`src/common/aag_pkg.sv`:
```
// Package: opcodes, widths and timing for the accumulator group
package aag_pkg;
	localparam int DATA_W = 8;
	// Opcodes of the group
	localparam logic [7:0] OP_ADD_IMM = 8'h03;
	localparam logic [7:0] OP_ADD_CARRY_IN_IMM = 8'h13;
	localparam logic [7:0] OP_AND_IMM = 8'h53;
	localparam logic [7:0] OP_INVERT = 8'h37;
	localparam logic [7:0] OP_ZERO = 8'h27;
	localparam logic [7:0] OP_FIXUP = 8'h57;
	localparam logic [7:0] OP_DEC = 8'h07;
	localparam logic [7:0] OP_INC = 8'h17;
	// Upper five bits of register forms, upper seven of pointer forms
	localparam logic [4:0] OP_ADD_REG_HI = 5'h0d;
	localparam logic [4:0] OP_ADD_CARRY_IN_REG_HI = 5'h0f;
	localparam logic [4:0] OP_AND_REG_HI = 5'h0b;
	localparam logic [6:0] OP_ADD_PTR_HI = 7'h30;
	localparam logic [6:0] OP_ADD_CARRY_IN_PTR_HI = 7'h38;
	localparam logic [6:0] OP_AND_PTR_HI = 7'h28;
	// Reset values
	localparam logic [7:0] ACC_RESET = 8'h00;
	// Timing: instruction cycle from a 6 MHz crystal is 2500 ns
	localparam int CLK_PERIOD_NS = 10;
	localparam int INSN_CYCLE_NS = 2500;
	localparam int INSN_CYCLE_CLKS = INSN_CYCLE_NS / CLK_PERIOD_NS;
endpackage

```
`src/logic/aag_core.sv`:
```
// Accumulator-group execution unit of the small controller CPU
`timescale 1ns/1ps
module aag_core #(
	parameter int CYCLE_CLKS = aag_pkg::INSN_CYCLE_CLKS
) (
	input wire logic clk,
	input wire logic resetn,
	input wire logic [7:0] op_byte,
	input wire logic op_valid,
	input wire logic [7:0] work_reg_n_data,
	input wire logic [7:0] indirect_via_pointer_data,
	output logic [2:0] work_reg_n_sel,
	output logic [7:0] acc,
	output logic carry,
	output logic aux_carry,
	output logic op_taken,
	output logic need_imm,
	output logic pass_on,
	output logic [7:0] pass_op,
	output logic done
);
	// ==========================================================
	// Instruction cycle timing
	typedef enum logic [2:0] {
		AAG_IDLE = 3'b001,
		AAG_IMM = 3'b010,
		AAG_HOLD = 3'b100
	} aag_state_e;

	logic tick;
	aag_state_e state;
	aag_state_e next_state;
	logic [7:0] held_op;
	logic [7:0] next_held_op;
	logic [7:0] next_acc;
	logic next_carry;
	logic next_aux_carry;
	logic next_op_taken;
	logic next_need_imm;
	logic next_pass_on;
	logic [7:0] next_pass_op;
	logic next_done;
	logic [2:0] next_sel;

	aag_cycle_div #(
		.DIV(CYCLE_CLKS)
	) u_div (
		.clk(clk),
		.resetn(resetn),
		.tick(tick)
	);

	// ==========================================================
	// Arithmetic helpers
	function automatic logic [9:0] add8(input logic [7:0] a, input logic [7:0] b, input logic ci);
		logic [4:0] lo;
		logic [4:0] hi;
		lo = {1'b0, a[3:0]} + {1'b0, b[3:0]} + {4'h0, ci};
		hi = {1'b0, a[7:4]} + {1'b0, b[7:4]} + {4'h0, lo[4]};
		// Result {carry, aux carry, sum}
		add8 = {hi[4], lo[4], hi[3:0], lo[3:0]};
	endfunction

	// ==========================================================
	// Decode and execute; one op taken per instruction cycle tick
	always_comb begin
		logic [9:0] sum;
		logic [8:0] adj;
		logic [7:0] op;
		logic [7:0] opnd;
		logic use_c;
		sum = 10'h000;
		adj = 9'h000;
		op = op_byte;
		opnd = 8'h00;
		use_c = 1'b0;
		next_state = state;
		next_held_op = held_op;
		next_acc = acc;
		next_carry = carry;
		next_aux_carry = aux_carry;
		next_op_taken = 1'b0;
		next_need_imm = need_imm;
		next_pass_on = 1'b0;
		next_pass_op = pass_op;
		next_done = 1'b0;
		next_sel = op_byte[2:0];
		case (state)
			AAG_IDLE: begin
				if (tick && op_valid) begin
					next_op_taken = 1'b1;
					next_done = 1'b1;
					if (op == aag_pkg::OP_ADD_IMM || op == aag_pkg::OP_ADD_CARRY_IN_IMM
						|| op == aag_pkg::OP_AND_IMM) begin
						// Second byte fetched in the next instruction cycle
						next_held_op = op;
						next_need_imm = 1'b1;
						next_done = 1'b0;
						next_state = AAG_IMM;
					end else if (op[7:3] == aag_pkg::OP_ADD_REG_HI || op[7:3] == aag_pkg::OP_ADD_CARRY_IN_REG_HI) begin
						use_c = (op[7:3] == aag_pkg::OP_ADD_CARRY_IN_REG_HI) & carry;
						sum = add8(acc, work_reg_n_data, use_c);
						{next_carry, next_aux_carry, next_acc} = sum;
					end else if (op[7:1] == aag_pkg::OP_ADD_PTR_HI || op[7:1] == aag_pkg::OP_ADD_CARRY_IN_PTR_HI) begin
						use_c = (op[7:1] == aag_pkg::OP_ADD_CARRY_IN_PTR_HI) & carry;
						sum = add8(acc, indirect_via_pointer_data, use_c);
						{next_carry, next_aux_carry, next_acc} = sum;
					end else if (op[7:3] == aag_pkg::OP_AND_REG_HI) begin
						next_acc = acc & work_reg_n_data;
					end else if (op[7:1] == aag_pkg::OP_AND_PTR_HI) begin
						next_acc = acc & indirect_via_pointer_data;
					end else if (op == aag_pkg::OP_INVERT) begin
						next_acc = ~acc;
					end else if (op == aag_pkg::OP_ZERO) begin
						next_acc = aag_pkg::ACC_RESET;
					end else if (op == aag_pkg::OP_FIXUP) begin
						// Low nibble fixed first, high nibble sees the low step's result
						adj = {1'b0, acc};
						if (aux_carry || acc[3:0] > 4'h9) begin
							adj = {1'b0, acc} + 9'h006;
						end
						if (carry || adj[8] || adj[7:4] > 4'h9) begin
							adj = {adj[8], adj[7:0]} + 9'h060;
							next_carry = 1'b1;
						end
						next_acc = adj[7:0];
					end else if (op == aag_pkg::OP_DEC) begin
						next_acc = acc - 8'h01;
					end else if (op == aag_pkg::OP_INC) begin
						next_acc = acc + 8'h01;
					end else begin
						next_op_taken = 1'b0;
						next_done = 1'b0;
						next_pass_on = 1'b1;
						next_pass_op = op;
					end
				end
			end
			AAG_IMM: begin
				if (tick && op_valid) begin
					opnd = op_byte;
					next_need_imm = 1'b0;
					next_done = 1'b1;
					next_state = AAG_IDLE;
					if (held_op == aag_pkg::OP_AND_IMM) begin
						next_acc = acc & opnd;
					end else begin
						use_c = (held_op == aag_pkg::OP_ADD_CARRY_IN_IMM) & carry;
						sum = add8(acc, opnd, use_c);
						{next_carry, next_aux_carry, next_acc} = sum;
					end
				end
			end
			AAG_HOLD: begin
				next_state = AAG_IDLE;
			end
			default: begin
				next_state = AAG_IDLE;
			end
		endcase
	end

	always_ff @(posedge clk or negedge resetn) begin
		if (!resetn) begin
			state <= AAG_IDLE;
			held_op <= 8'h00;
			acc <= aag_pkg::ACC_RESET;
			carry <= 1'b0;
			aux_carry <= 1'b0;
			op_taken <= 1'b0;
			need_imm <= 1'b0;
			pass_on <= 1'b0;
			pass_op <= 8'h00;
			done <= 1'b0;
			work_reg_n_sel <= 3'h0;
		end else begin
			state <= next_state;
			held_op <= next_held_op;
			acc <= next_acc;
			carry <= next_carry;
			aux_carry <= next_aux_carry;
			op_taken <= next_op_taken;
			need_imm <= next_need_imm;
			pass_on <= next_pass_on;
			pass_op <= next_pass_op;
			done <= next_done;
			work_reg_n_sel <= next_sel;
		end
	end

	// ==========================================================
	// Checks
	a_inc_wraps: assert property (@(posedge clk) disable iff (!resetn)
		state == AAG_IDLE && tick && op_valid && op_byte == aag_pkg::OP_INC
		|=> acc == $past(acc) + 8'h01 && carry == $past(carry)) else $error("increment wrong");
	a_dec_wraps: assert property (@(posedge clk) disable iff (!resetn)
		state == AAG_IDLE && tick && op_valid && op_byte == aag_pkg::OP_DEC
		|=> acc == $past(acc) - 8'h01 && aux_carry == $past(aux_carry)) else $error("decrement wrong");
	a_zero_acc: assert property (@(posedge clk) disable iff (!resetn)
		state == AAG_IDLE && tick && op_valid && op_byte == aag_pkg::OP_ZERO
		|=> acc == 8'h00 && carry == $past(carry)) else $error("zero_acc wrong");
	a_invert_acc: assert property (@(posedge clk) disable iff (!resetn)
		state == AAG_IDLE && tick && op_valid && op_byte == aag_pkg::OP_INVERT
		|=> acc == ~$past(acc)) else $error("invert_acc wrong");
	a_reg_add: assert property (@(posedge clk) disable iff (!resetn)
		state == AAG_IDLE && tick && op_valid && op_byte[7:3] == aag_pkg::OP_ADD_REG_HI
		|=> {carry, acc} == 9'($past(acc)) + 9'($past(work_reg_n_data))) else $error("register add wrong");
	a_and_reg: assert property (@(posedge clk) disable iff (!resetn)
		state == AAG_IDLE && tick && op_valid && op_byte[7:3] == aag_pkg::OP_AND_REG_HI
		|=> acc == ($past(acc) & $past(work_reg_n_data)) && carry == $past(carry)) else $error("and wrong");
	a_imm_two_cyc: assert property (@(posedge clk) disable iff (!resetn)
		state == AAG_IDLE && tick && op_valid && op_byte == aag_pkg::OP_ADD_IMM
		|=> need_imm && !done ##1 (!done)[*1] ##[0:300] done) else $error("immediate form timing wrong");
	a_other_kept: assert property (@(posedge clk) disable iff (!resetn)
		pass_on |-> acc == $past(acc) && carry == $past(carry) && !op_taken) else $error("foreign op changed state");
	// Done is registered, so it shows one clock after the final tick, in the same clock in which the state leaves the wait
	c_imm_add: cover property (@(posedge clk) disable iff (!resetn)
		state == AAG_IMM && tick && op_valid ##1 done);
	c_fixup: cover property (@(posedge clk) disable iff (!resetn)
		state == AAG_IDLE && tick && op_valid && op_byte == aag_pkg::OP_FIXUP);
	c_pass: cover property (@(posedge clk) disable iff (!resetn) pass_on);
endmodule

```
`src/logic/aag_cycle_div.sv`:
```
// Instruction-cycle enable divider
`timescale 1ns/1ps
module aag_cycle_div #(
	parameter int DIV = 250
) (
	input wire logic clk,
	input wire logic resetn,
	output logic tick
);
	logic [15:0] cnt;
	logic [15:0] next_cnt;
	logic next_tick;

	// The counter is 16 bits wide, so larger divisors cannot be served
	if (DIV < 1 || DIV > 65535) begin : g_bad_div
		$error("aag_cycle_div: DIV out of range");
	end

	always_comb begin
		next_tick = 1'b0;
		next_cnt = cnt + 16'h0001;
		if (cnt == 16'(DIV - 1)) begin
			next_cnt = 16'h0000;
			next_tick = 1'b1;
		end
	end

	always_ff @(posedge clk or negedge resetn) begin
		if (!resetn) begin
			cnt <= 16'h0000;
			tick <= 1'b0;
		end else begin
			cnt <= next_cnt;
			tick <= next_tick;
		end
	end
endmodule

```
`config.mk`:
```
export PLATFORM = sky130hd
export DESIGN_NAME = aag_core
export DESIGN_NICKNAME = d
export VERILOG_FILES = /design/src/common/aag_pkg.sv /design/src/logic/aag_core.sv /design/src/logic/aag_cycle_div.sv
export SDC_FILE = /design/constraint.sdc
export NUM_CORES = 1
export LEC_CHECK = 0
export ABC_CLOCK_PERIOD_IN_PS = 4600
export BUFFER_PORTS_ARGS = -buffer_cell sky130_fd_sc_hd__buf_2
export CAP_MARGIN = 10
export CORE_UTILIZATION = 25
export DETAILED_ROUTE_END_ITERATION = 10
export HOLD_SLACK_MARGIN = 0.08
export PLACE_DENSITY_LB_ADDON = 0.25
export SETUP_SLACK_MARGIN = 0.1
export SYNTH_ARGS = -nofsm -noshare
export SYNTH_HDL_FRONTEND = slang
export SYNTH_SLANG_ARGS = --single-unit
```
`constraint.sdc`:
```
create_clock -name clk -period 4.6 [get_ports clk]
set_input_delay 0.92 -clock clk [delete_from_list [all_inputs] [get_ports clk]]
set_output_delay 0.92 -clock clk [all_outputs]
set_load 0.005 [all_outputs]
```
==> qor.yml <==
p_per_area_mw_per_mm2: 194.9
firstDrtPassIters: 4
die_area_mm2: 0.01841
cts.repair.resized: 0
cts_hold_buf: 0
critPathBufInv: 2
rsz0062_at_grt: "no"
startpoint: "op_byte[5]"
grt_pass1_vias: 4138
cp-start-kind: "input pin"
die_width_um: 135.7
syn_avg_cell_area_um2: 9.270
slew_headroom: 0.4182
viasPerCell: 5.271
fmax_ghz: 0.2402
worst_path_largest_cell_delay_ns: 0.43
synth_nets: 558
arrival_ns: 4.35
ys_types: 77
drtIter0Drc: 278
grt_pass1_wl_mm: 22.84
instances_no_fill: 760
numCtsBuffers: 5
synth_edf_count: 0
yosysWarnings: 0
status: "complete, no violations"
fin_setup_tns_ns: 0
setup-violations-final: 0
synth-seq-cells: 52
worstMarginPinSlew_ns: 0.8728
cts-htree-levels: 2
skew_ns: 0.005194
rr_startpoint: "carry$_DFFE_PN0P_"
drv_slew: 0
synthFlopType: "dfrtp_1"
globalplace.congestion: 0.9471
peakVddDrop_v: 0.0001595
drt-total-wl_mm: 14.18
post-place-ws_ns: 0.1843
cap_violations: 0
num_antenna_cells: 0
min_period_ns: 4.163
crit_top_cell: "fa_1"
fin_nets: 610
hpwl_mm: 11.01
hold_viol: 0
cts_tree: "done"
worst_slack_ns: 0.4374
fin_area_mm2: 0.005142
layout-drive-gt1-share: 0.1720
syn-cell-area_mm2: 0.004468
grt-ovfl-total: 0
critPathRequiredTime_ns: 4.79
syn_inst: 482
cp-end-kind: "flop"
drc: 0
routedWlPerCell_um: 18.66
ys_async_sr_fraction: 1.000
syn_to_final_growth_pct: 15.09
crit_chain: "buf_2 > and3b_1 > nand2_1 > nor2_1 > fa_1 > fa_1 > a21o_1 > a21o_1 > fa_1 > inv_1 > fa_1 > nor2b_1 > o21ai_0 > nand2_1 > o22ai_1 > a21oi_1 > mux2_1"
critical_path_class: "in -> reg"
hold_path_class: "reg -> reg"
leakagePower_nw: 2.383
placed_area_mm2: 0.005000
dr_total_vias: 4006
cts_sinks: 52
insertion_delay_ns: 0.30
grt_antenna_before_repair: 0
cts-root-buf: "clkbuf_16"
dp_cells: 752
crit_fanout: 10
finalCritPeriodShare: 0.9049
final_antenna_net_count: 0
path_clk_slew_ns: 0.07
min-delay-start: "held_op[1]$_DFFE_PN0P_"
fp.dieH_um: 135.7
yosysSeqAreaShare: 0.2915
coreArea_mm2: 0.01736
initial_core_util: 0.2574
crit_family: "adder cells"
fillers: 1842
port_buffers: 51
crit_slowest_cell: "fa_1"
rows: 48
grt_max_degree: 30
grt_usage: 0.1627
postCtsSetupBuffers: 0
ioPinCount: 52
clockBufferDepth: 2
final_core_util: 0.2963
-- worst paths after layout --
| kind | endpoint | slack [ns] | cells after the start |
|---|---|---|---|
| max in group asynchronous | acc[2]$_DFFE_PN0P_ | 3.16 | 2 |
| min in group asynchronous | pass_op[6]$_DFFE_PN0P_ | 0.63 | 1 |
| worst max-delay path | carry$_DFFE_PN0P_ | 0.44 | 17 |
| worst min register to register | held_op[1]$_DFFE_PN0P_ | 0.46 | 1 |
| worst max register to register | acc[5]$_DFFE_PN0P_ | 0.72 | 13 |
| worst min-delay path | held_op[1]$_DFFE_PN0P_ | 0.46 | 1 |
-- state kept, by name, summed over array words and instances, names as in the netlist --
signal / count
acc: 8
aux_carry: 1
carry: 1
done: 1
held_op: 8
need_imm: 1
op_taken: 1
pass_on: 1
pass_op: 8
state: 2
u_div.cnt: 16
u_div.tick: 1
work_reg_n_sel: 3
-- per-layer routing --
| layer | vias to the layer above | track usage | wire, um | part of all wire |
|---|---|---|---|---|
| met3 | 19 | 0.02469 | 763 | 0.054 |
| met2 | 121 | 0.2792 | 6894 | 0.49 |
| met4 | 0 | 0.05368 | 308 | 0.022 |
| li1 | 1901 | - | - | - |
| met1 | 1965 | 0.2068 | 6212 | 0.44 |
| met5 | - | 0 | 0 | 0 |
-- synthesized netlist by cell type, drive strengths merged, types with 3 or more instances --
library cell | n | area, um^2
a22oi | 3 | 22.52
nand2 | 31 | 116.4
nor4b | 3 | 32.53
o221ai | 5 | 50.04
o21a | 5 | 37.54
buf | 10 | 63.81
a221oi | 3 | 26.28
nand2b | 3 | 18.77
o22ai | 4 | 25.02
and2 | 9 | 56.31
and4 | 3 | 26.28
mux2i | 7 | 70.07
a31o | 3 | 26.28
nand3 | 21 | 110.1
xnor2 | 15 | 131.4
dfrtp | 51 | 1276
ha | 36 | 450.4
and4b | 3 | 30.03
nor3 | 10 | 50.05
o21ai | 33 | 165.2
o211ai | 7 | 52.55
nor2b | 6 | 37.54
nand4 | 7 | 43.79
nor2 | 26 | 97.59
a21o | 16 | 120.1
xor2 | 16 | 140.1
clkbuf | 8 | 31.28
a21oi | 27 | 135.1
fa | 13 | 260.3
mux2 | 12 | 135.1
a31oi | 7 | 50.05
a211oi | 4 | 30.03
o2111ai | 8 | 70.07
inv | 22 | 82.58
and3 | 4 | 26.28
or3 | 4 | 25.02
-- through the flow --
stage / total power [W] / hold slack, ns
after floorplan: 0.0005643 / 0.4258
after global placement: 0.0006307 / 0.4453
after detailed placement: 0.0006309 / 0.4446
after CTS: 0.001021 / 0.4652
after global routing: 0.001057 / 0.4817
final: 0.001002 / 0.4623
-- cells in the final DEF (no fill, tap or decap), types with 6 or more instances in the layout --
| cell | count |
|---|---|
| xnor2_1 | 15 |
| buf_4 | 12 |
| buf_2 | 51 |
| nor2_1 | 26 |
| o21ai_0 | 31 |
| o211ai_1 | 7 |
| nor2b_1 | 6 |
| nand3_1 | 20 |
| and2_1 | 8 |
| o2111ai_1 | 8 |
| xor2_1 | 16 |
| inv_1 | 22 |
| a21oi_1 | 27 |
| mux2_2 | 11 |
| a31oi_1 | 6 |
| dfrtp_1 | 51 |
| mux2i_1 | 7 |
| a21o_1 | 16 |
| nand4_1 | 7 |
| ha_1 | 36 |
| nor3_1 | 10 |
| nand2_1 | 31 |
| fa_1 | 13 |
-- report_power, final --
group	internal, W	total [W]	switching, W
Combinational	0.0000646	0.000155	0.0000907
Clock	0.000203	0.000380	0.000177
Sequential	0.000460	0.000467	0.00000669
-- cells by family (layout without fill, tap and decap cells) --
kind of cell | after synthesis | count (layout) | share of synthesized area
AO/OA/AOI/OAI | 147 | 147 | 0.2266
XOR/XNOR | 31 | 31 | 0.06077
adder cells (fa/ha/maj) | 49 | 49 | 0.1591
buffers and inverters | 41 | 94 | 0.04060
flip-flops | 52 | 52 | 0.2915
multiplexers | 19 | 19 | 0.04593
AND/OR/NAND/NOR | 143 | 143 | 0.1756
-- final cells by class --
| cell class | count | area [um^2] | area share |
|---|---|---|---|
| Multi-Input combinational cell | 389 | 2984 | 0.5803 |
| Clock buffer | 6 | 128.9 | 0.02506 |
| Sequential cell | 52 | 1303 | 0.2533 |
| Timing Repair Buffer | 63 | 345.3 | 0.06715 |
| Clock inverter | 2 | 13.76 | 0.002676 |
| Tap cell | 225 | 281.5 | 0.05474 |
| Inverter | 23 | 86.33 | 0.01679 |
-- worst reg2reg max path, cell delays in order, from the launching register on --
cell      delay, ns
dfrtp_1        0.41
nor2b_1        0.14
and4_1         0.21
fa_1           0.41
fa_1           0.42
a21o_1         0.19
a21o_1         0.21
fa_1           0.43
inv_1          0.09
fa_1           0.40
and2_0         0.14
o21ai_0        0.39
nand3_1        0.15
o221ai_1       0.22
No activity file was read; power rests on OpenSTA's default activity.
